**config.mk**
```make
export PLATFORM = sky130hd
export DESIGN_NAME = hwmon_regs
export DESIGN_NICKNAME = d
export VERILOG_FILES = /design/src/hwmon_pkg.sv /design/src/avg_decode.sv /design/src/abs_override.sv /design/src/hwmon_regs.sv
export SDC_FILE = /design/constraint.sdc
export NUM_CORES = 1
export LEC_CHECK = 0
export BUFFER_PORTS_ARGS = -buffer_cell sky130_fd_sc_hd__buf_2
export CAP_MARGIN = 5
export CORE_AREA = 4 4 105 107
export CTS_BUF_LIST = sky130_fd_sc_hd__clkbuf_8
export DETAILED_ROUTE_END_ITERATION = 8
export DIE_AREA = 0 0 109 111
export GPL_ROUTABILITY_DRIVEN = 0
export PLACE_DENSITY = 0.74
export SLEW_MARGIN = 20
export SYNTH_ARGS = -nofsm -noshare
export SYNTH_HDL_FRONTEND = slang
export SYNTH_SLANG_ARGS = --single-unit
```
**constraint.sdc**
```tcl
create_clock -name REF_CLK -period 2.4 [get_ports REF_CLK]
set_input_delay 0.12 -clock REF_CLK [delete_from_list [all_inputs] [get_ports REF_CLK]]
set_output_delay 0.12 -clock REF_CLK [all_outputs]
set_load 0.01 [all_outputs]
```
**src/hwmon_pkg.sv**
```systemverilog
package hwmon_pkg;
	localparam logic [7:0] ADDR_ZONE1_ABS = 8'h6a;
	localparam logic [7:0] ADDR_ZONE2_ABS = 8'h6b;
	localparam logic [7:0] ADDR_ZONE3_ABS = 8'h6c;
	localparam logic [7:0] ADDR_PARITY_TEST = 8'h6f;
	localparam logic [7:0] ADDR_SPECIAL = 8'h7c;
	localparam logic [7:0] ABS_LIMIT_RST = 8'h64;
	localparam logic [7:0] ABS_LIMIT_OFF = 8'h80;
	localparam logic [7:0] ABS_LIMIT_MAX = 8'h7f;
	localparam logic [7:0] PARITY_TEST_RST = 8'h00;
	localparam logic [7:0] SPECIAL_RST = 8'h40;
	localparam logic [7:0] FULL_DUTY = 8'hff;
	localparam int BIT_POWER_SAVE = 0;
	localparam int BIT_MON_CYCLE = 1;
	localparam int BIT_IRQ_EN = 2;
	localparam int BIT_AVG_LO = 5;
	localparam int NUM_ZONES = 3;
	localparam int NUM_FANS = 3;
	localparam int NUM_SPEED_IN = 4;
	localparam logic [7:0] AVG_128 = 8'h80;
	localparam logic [7:0] AVG_32 = 8'h20;
	localparam logic [7:0] AVG_16 = 8'h10;
	localparam logic [7:0] AVG_8 = 8'h08;
	localparam logic [7:0] AVG_1 = 8'h01;

	typedef struct packed {
		logic wr;
		logic rd;
		logic [7:0] addr;
		logic [7:0] wdata;
	} reg_req_t;

	typedef struct packed {
		logic [7:0] remote_count;
		logic [7:0] local_count;
	} avg_count_t;
endpackage

```
**src/avg_decode.sv**
```systemverilog
`timescale 1ns/1ns
module avg_decode
	import hwmon_pkg::*;
(
	input wire logic [2:0] sel,
	output avg_count_t counts
);
	// top bit wins, then middle bit, then low bit
	wire logic hi_set = sel[2];
	wire logic mid_set = sel[1];
	assign counts.remote_count = hi_set ? AVG_32 : mid_set ? AVG_16 : sel[0] ? AVG_16 : AVG_128;
	assign counts.local_count = hi_set ? AVG_32 : mid_set ? AVG_16 : sel[0] ? AVG_1 : AVG_8;
endmodule

```
**src/abs_override.sv**
```systemverilog
`timescale 1ns/1ns
module abs_override
	import hwmon_pkg::*;
(
	input wire logic clk,
	input wire logic rst,
	input wire logic [7:0] reading,
	input wire logic reading_upd,
	input wire logic [7:0] limit,
	output logic over
);
	wire logic disabled = (limit == ABS_LIMIT_OFF);
	wire logic above = $signed(reading) > $signed(limit);
	logic over_r;
	always_ff @(posedge clk)
	begin
		if (rst)
			over_r <= 1'b0;
		else if (disabled)
			over_r <= 1'b0;
		else if (reading_upd)
			over_r <= above;
	end
	assign over = over_r;
endmodule

```
**src/hwmon_regs.sv**
```systemverilog
`timescale 1ns/1ns
module hwmon_regs
	import hwmon_pkg::*;
(
	input wire logic REF_CLK,
	input wire logic SYS_RST,
	input hwmon_pkg::reg_req_t REG_REQ,
	output logic [7:0] REG_RDATA,
	output logic REG_RVALID,
	input wire logic LOCK,
	input wire logic [2:0] AUTO_MODE,
	input wire logic [2:0] FAN_DISABLE,
	input wire logic [7:0] FAN_DUTY_IN_1,
	input wire logic [7:0] FAN_DUTY_IN_2,
	input wire logic [7:0] FAN_DUTY_IN_3,
	output logic [7:0] FAN_DUTY_OUT_1,
	output logic [7:0] FAN_DUTY_OUT_2,
	output logic [7:0] FAN_DUTY_OUT_3,
	input wire logic [7:0] ZONE1_READING,
	input wire logic [7:0] ZONE2_READING,
	input wire logic [7:0] ZONE3_READING,
	input wire logic [2:0] ZONE_READING_UPD,
	input wire logic [5:0] AVG_DONE,
	output logic [5:0] READING_LOAD,
	input wire logic FAN_SPEED_IN_1,
	input wire logic FAN_SPEED_IN_2,
	input wire logic FAN_SPEED_IN_3,
	input wire logic FAN_SPEED_IN_4,
	input wire logic FAN_DRIVE_OUT_2,
	input wire logic FAN_DRIVE_OUT_3,
	output logic PARITY_TREE_OUT,
	output logic PARITY_TEST_MODE,
	input wire logic IRQ_EVENT,
	output logic IRQ_N_O,
	output logic IRQ_N_OE_N,
	output logic POWER_SAVE_SELECT,
	output logic MONITOR_CYCLE_SELECT,
	output logic [7:0] AVG_REMOTE_COUNT,
	output logic [7:0] AVG_LOCAL_COUNT,
	output logic OVERRIDE_ACTIVE
);
	//------------------------------------------------------------
	// register file
	//------------------------------------------------------------
	logic [7:0] zone_limit_r [NUM_ZONES];
	logic [7:0] parity_tree_test_ctrl_r;
	logic [7:0] monitor_special_ctrl_r;
	logic [7:0] rdata_r;
	logic rvalid_r;

	wire logic wr_ok = REG_REQ.wr & ~LOCK;
	wire logic hit_z1 = REG_REQ.addr == ADDR_ZONE1_ABS;
	wire logic hit_z2 = REG_REQ.addr == ADDR_ZONE2_ABS;
	wire logic hit_z3 = REG_REQ.addr == ADDR_ZONE3_ABS;
	wire logic hit_test = REG_REQ.addr == ADDR_PARITY_TEST;
	wire logic hit_spec = REG_REQ.addr == ADDR_SPECIAL;
	wire logic [NUM_ZONES-1:0] hit_zone = {hit_z3, hit_z2, hit_z1};

	genvar z;
	generate
		for (z = 0; z < NUM_ZONES; z++)
		begin : g_limit
			always_ff @(posedge REF_CLK)
			begin
				if (SYS_RST)
					zone_limit_r[z] <= ABS_LIMIT_RST;
				else if (wr_ok && hit_zone[z])
					zone_limit_r[z] <= REG_REQ.wdata;
			end
		end
	endgenerate

	always_ff @(posedge REF_CLK)
	begin
		if (SYS_RST)
		begin
			parity_tree_test_ctrl_r <= PARITY_TEST_RST;
			monitor_special_ctrl_r <= SPECIAL_RST;
		end
		else
		begin
			if (wr_ok && hit_test)
				parity_tree_test_ctrl_r <= {7'h00, REG_REQ.wdata[0]};
			if (wr_ok && hit_spec)
				monitor_special_ctrl_r <= REG_REQ.wdata;
		end
	end

	//------------------------------------------------------------
	// read back
	//------------------------------------------------------------
	wire logic [7:0] rd_mux = hit_z1 ? zone_limit_r[0] :
		hit_z2 ? zone_limit_r[1] :
		hit_z3 ? zone_limit_r[2] :
		hit_test ? parity_tree_test_ctrl_r :
		hit_spec ? monitor_special_ctrl_r : 8'h00;

	always_ff @(posedge REF_CLK)
	begin
		if (SYS_RST)
		begin
			rdata_r <= 8'h00;
			rvalid_r <= 1'b0;
		end
		else
		begin
			rvalid_r <= REG_REQ.rd;
			if (REG_REQ.rd)
				rdata_r <= rd_mux;
		end
	end
	assign REG_RDATA = rdata_r;
	assign REG_RVALID = rvalid_r;

	//------------------------------------------------------------
	// special function fields
	//------------------------------------------------------------
	wire logic global_irq_enable = monitor_special_ctrl_r[BIT_IRQ_EN];
	wire logic [2:0] avg_sel = monitor_special_ctrl_r[BIT_AVG_LO +: 3];
	avg_count_t avg_counts;

	avg_decode u_avg
	(
		.sel(avg_sel),
		.counts(avg_counts)
	);

	assign POWER_SAVE_SELECT = monitor_special_ctrl_r[BIT_POWER_SAVE];
	assign MONITOR_CYCLE_SELECT = monitor_special_ctrl_r[BIT_MON_CYCLE];
	assign AVG_REMOTE_COUNT = avg_counts.remote_count;
	assign AVG_LOCAL_COUNT = avg_counts.local_count;
	assign READING_LOAD = AVG_DONE;

	// pin drives low only while enabled and an event is pending
	assign IRQ_N_O = 1'b0;
	assign IRQ_N_OE_N = ~(global_irq_enable & IRQ_EVENT);

	//------------------------------------------------------------
	// absolute limit override
	//------------------------------------------------------------
	wire logic [7:0] zone_reading [NUM_ZONES];
	logic [NUM_ZONES-1:0] zone_over;
	assign zone_reading[0] = ZONE1_READING;
	assign zone_reading[1] = ZONE2_READING;
	assign zone_reading[2] = ZONE3_READING;

	generate
		for (z = 0; z < NUM_ZONES; z++)
		begin : g_over
			abs_override u_over
			(
				.clk(REF_CLK),
				.rst(SYS_RST),
				.reading(zone_reading[z]),
				.reading_upd(ZONE_READING_UPD[z]),
				.limit(zone_limit_r[z]),
				.over(zone_over[z])
			);
		end
	endgenerate

	// any zone counts, mapped to a fan or not
	wire logic force_full = (|AUTO_MODE) & (|zone_over);
	assign OVERRIDE_ACTIVE = force_full;

	wire logic [7:0] duty_in [NUM_FANS];
	logic [7:0] duty_r [NUM_FANS];
	assign duty_in[0] = FAN_DUTY_IN_1;
	assign duty_in[1] = FAN_DUTY_IN_2;
	assign duty_in[2] = FAN_DUTY_IN_3;

	genvar f;
	generate
		for (f = 0; f < NUM_FANS; f++)
		begin : g_fan
			// manual fans are forced too; disabled fans keep their own duty
			wire logic [7:0] duty_nxt = (force_full && !FAN_DISABLE[f]) ? FULL_DUTY :
				duty_in[f];
			always_ff @(posedge REF_CLK)
			begin
				if (SYS_RST)
					duty_r[f] <= 8'h00;
				else
					duty_r[f] <= duty_nxt;
			end
		end
	endgenerate
	assign FAN_DUTY_OUT_1 = duty_r[0];
	assign FAN_DUTY_OUT_2 = duty_r[1];
	assign FAN_DUTY_OUT_3 = duty_r[2];

	//------------------------------------------------------------
	// parity tree test
	//------------------------------------------------------------
	logic [5:0] pin_s1_r;
	logic [5:0] pin_s2_r;
	logic [5:0] pin_s3_r;
	logic [5:0] pin_stable_r;
	logic tree_r;
	// bus pins are deliberately not part of this vector
	wire logic [5:0] tree_pins = {FAN_DRIVE_OUT_3, FAN_DRIVE_OUT_2, FAN_SPEED_IN_4,
		FAN_SPEED_IN_3, FAN_SPEED_IN_2, FAN_SPEED_IN_1};
	wire logic [5:0] agree = ~(pin_s2_r ^ pin_s3_r);
	wire logic [5:0] stable_nxt = (agree & pin_s2_r) | (~agree & pin_stable_r);
	wire logic test_en = parity_tree_test_ctrl_r[0];

	always_ff @(posedge REF_CLK)
	begin
		if (SYS_RST)
		begin
			pin_s1_r <= 6'h00;
			pin_s2_r <= 6'h00;
			pin_s3_r <= 6'h00;
			pin_stable_r <= 6'h00;
			tree_r <= 1'b0;
		end
		else
		begin
			pin_s1_r <= tree_pins;
			pin_s2_r <= pin_s1_r;
			pin_s3_r <= pin_s2_r;
			pin_stable_r <= stable_nxt;
			tree_r <= test_en & (^stable_nxt);
		end
	end
	assign PARITY_TREE_OUT = tree_r;
	assign PARITY_TEST_MODE = test_en;
endmodule

```
# Word level (Yosys, flattened, before mapping)
# Memory sizes are Yosys's and may differ from the RTL's.
# Index checks and enable logic that the tools add are counted.
# op_classes
n_lt_le_gt_ge,3
n_eq_ne,8
mux,32
bitwise_logic,18
reduce_logical,17
# op_table
operator,n
$mux 8,19
$eq 8x7->1 const B,5
$eq 8x8->1 const B,3
$gt 8x8->1,3
$and 6x6->6,2
$mux 1,12
$not 6->6,2
$logic_and 1x1->1,8
$or 1x1->1,6
$or 6x6->6,1
$reduce_or 2->1,3
$reduce_or 3->1,2
$reduce_xor 6->1,1
$xor 6x6->6,1
$and 1x1->1,4
$mux 4,1
$logic_not 1->1,3
$not 1->1,2
# totals
ff_bits,46
ramBits,48
in_bits,91
out_inout_bits,62
elab_cells,92
memories,2
# memory_table
name,depth,word_bits,read_ports,rd_ports_with_merged_regs,wr,line,text
duty_r,3,8,3,0,3,hwmon_regs.sv:167,logic [7:0] duty_r [NUM_FANS];
zone_limit_r,3,8,3,0,3,hwmon_regs.sv:45,logic [7:0] zone_limit_r [NUM_ZONES];

# Longest topological paths before layout
# depth
depth_word,7
mapped_depth,7
mapped_depth_nobuf,7

# Modules after synthesis
# Synthesis repeated with hierarchy kept, for this count alone.
# unflattened
hier_cells,449
area_unflattened_um2,4533.1
# modules_own_cells
mod,instances,cells_each,area_per_inst_um2
hwmon_regs,1,330,3585.9
abs_override,3,34,274.0
avg_decode,1,17,125.1

# Worst setup path after synthesis
# No wires, ideal clock.
# synth_path
kind,in2reg
startpoint,in REG_REQ[15] (netlist name)
endpoint,mem zone_limit_r[2][0] (enable)
t_arrival_ns,1.559
path_slack_ns,0.454
stages,4
path_buffers,1
cell_sequence,nand3b_4 or4_4 buf_6 o31ai_1
# synth_rtl
item,line,text
from (decl),hwmon_regs.sv:7,"input hwmon_pkg::reg_req_t REG_REQ,"
to (decl),hwmon_regs.sv:45,

==> results.ini <==
[sta]
setup_tns_ps=0
maxSlewHeadroom=0.519
setup_viol=0
finalMaxSlewViolations=0
tightest_slew_ps=715
timing.fmax_mhz=537
setup_ws_ps=537
rsz0062_at_grt=no
report.final.hold_viol_count=0
fin_crit_sh=0.776
period_minus_slack_ps=1860
finClkSkew_ps=5.72

[routing]
wl_per_cell_um=14.2
first_pass_iters=4
via_per_inst=4.77
vias=3482
dr_wl_met3_um=654
top_layer=met4
drt-met1-wl_um=4390
final_antenna_net_count=0
wl_met2_um=5170
wl_um=10400
drt-initial-drc-count=199
route.detailed.drc=0

[worst_setup_path]
cp-end-kind=register
critical_path_required_ps=2630
crit_chain=inv_1 > ha_1 > a21o_1 > a21oi_1 > o221ai_1 > a2111oi_0 > nor3_1
critPathTopFamily=compound AO/OA/AOI/OAI gates
reg2reg_slack_ps=540
cp_data_arrival_time_ps=2090
crit_path_max_incr_delay_ps=450
worstSetupStartpointType=register
critPathBufInv=1
crit_type=register to register
cp_max_fo=3
crit_slowest_cell=a2111oi_0

[clock_network]
clockBufferDepth=2
worstSkewPairLatency_ps=350
cts.sinks=94
h-tree-depth=3
cts_setup_buffers=0
cts_resized=0
ctsHoldBuffers=31
numCtsBuffers=9
cts_tree=done
clk_pin_slew_ps=90
cts-root-buf=clkbuf_8

[die]
die_y_um=111
die_w_um=109
coreArea_um2=10100
start_util=0.427
io-pin-count=153
die_area_um2=12100
fp-row-count=37

[finish]
n_antenna_cell=0
area_growth_pct=27.2
drive_above_1_share=0.263
final_nets=704

[synthesis]
async_flop_share=0
synth_cells=438
synth_area_leaders=dfxtp_1 (32%), edfxtp_1 (17%), ha_1 (6.9%)
ys_seq_area_frac=0.490
yosysWarnings=0
synth_ff_type=dfxtp_1
synth_edf_count=24
syn_area_um2=4330
syn_avg_cell_area_um2=9.88
yosys-top-cells-count=dfxtp_1 (70), nor2_1 (70), inv_1 (35)
synth_top_area_frac=0.324
synth_cell_type_count=47
yosys_register_bits=94
yosysTopAreaCell=dfxtp_1

[placement]
hpwlAfterDp_um=7790
portBuffers=130
post-place-ws_ps=555

[global_routing]
grt_pass1_wl_um=16300
grt.total_usage=0.170
first_global_vias=3434
antenna_found_initial=0
grt_max_degree=45
grt_overflow_total=0

[power_and_ir_drop]
power_frac_seq=0.527
p_int_w=0.00249
clockPowerShare=0.340
cellLeakagePower_nw=2.57
peakVddDrop_uv=313
totalPowerFinal_w=0.00329
p_switching_w=0.000801
power_frac_comb=0.133
power_density_nw_per_um2=599
p_sw_frac=0.243

[min_path]
hold_class=input port to register

[job]
max_cap_viol_count=0

[outcome]
status=completed

[registers in the layout (all words and copies together) (netlist names)]
register / cells
PARITY_TREE_OUT: 1
zone_limit_r: 24
pin_s2_r: 6
pin_s1_r: 6
duty_r: 24
g_over.u_over.over: 3
REG_RVALID: 1
REG_RDATA: 8
parity_tree_test_ctrl_r: 1
pin_stable_r: 6
monitor_special_ctrl_r: 8
pin_s3_r: 6
[worst min-delay path, stage by stage]
cell and delay, ps:
buf_2 130, mux2i_1 80, nand2_1 60
[routing by layer]
layer / track usage / vias to the layer above
met2: 0.296 / 132
met4: 0.0598 / 0
met5: 0 / -
li1: - / 1756
met1: 0.204 / 1580
met3: 0.0367 / 14
[cells by family after synthesis]
kind of cell / Yosys count / share of synthesized area
AO/OA/AOI/OAI: 45 / 0.0726
XOR/XNOR: 5 / 0.0101
adder cells (fa/ha/maj): 30 / 0.0833
buffers and inverters: 67 / 0.0818
flip-flops: 94 / 0.490
multiplexers: 16 / 0.0370
other: 1 / 0.000866
AND/OR/NAND/NOR: 180 / 0.224
[cell usage in the layout (no fill, tap or decap), types with 3 or more instances in the layout]
cell | netlist | layout
dlygate4sd3_1 | 0 | 31
o21ai_0 | 8 | 8
clkbuf_8 | 2 | 9
maj3_1 | 6 | 6
buf_2 | 3 | 130
a221oi_1 | 7 | 7
nor4_1 | 6 | 6
nand2b_1 | 11 | 11
inv_1 | 35 | 35
nand2_1 | 14 | 14
conb_1 | 1 | 10
and2_1 | 23 | 23
nor3_1 | 12 | 12
a21oi_1 | 9 | 9
xor2_1 | 3 | 3
nand3_1 | 3 | 3
and3_1 | 5 | 5
o221ai_1 | 5 | 5
nor2_1 | 70 | 70
a31oi_1 | 3 | 3
dfxtp_1 | 70 | 70
mux2i_1 | 16 | 16
edfxtp_1 | 24 | 24
nor2b_1 | 22 | 22
ha_1 | 24 | 24
[power by group through the flow]
stage / Combinational (W) / Clock (W) / Sequential, W
6_report: 0.000438 / 0.00112 / 0.00174
2_1_floorplan: 0.000230 / 0 / 0.00178
3_5_place_dp: 0.000396 / 0 / 0.00177
3_3_place_gp: 0.000383 / 0 / 0.00177
5_1_grt: 0.000491 / 0.00121 / 0.00175
4_1_cts: 0.000437 / 0.00115 / 0.00174
[final timing paths]
path	from	cells past startpoint	to
min reg2reg	pin_s1_r[3]	1	pin_s2_r[3]
max reg2reg	zone_limit_r[2][3]	7	g_over[2].u_over.over
min	REG_REQ[6]	3	monitor_special_ctrl_r[6]
max	zone_limit_r[2][3]	7	g_over[2].u_over.over
[per-stage QoR]
step,area (um2),utilization,hold WS (ps),instances
global route,5500,0.543,49.8,730
global placement,4970,0.491,240,683
CTS,5500,0.543,47.2,730
floorplan,4360,-,221,447
finish,5500,0.543,64.1,730
detailed placement,4970,0.491,240,683
[layout make-up]
type | count | area (um2)
Inverter | 35 | 131
Tap cell | 136 | 170
Clock inverter | 7 | 95.1
Sequential cell | 94 | 2120
Timing Repair Buffer | 163 | 976
Multi-Input combinational cell | 286 | 1890
Clock buffer | 9 | 124
Fill cell | 879 | 4630
Note: power is estimated with default switching activity, not from simulation.
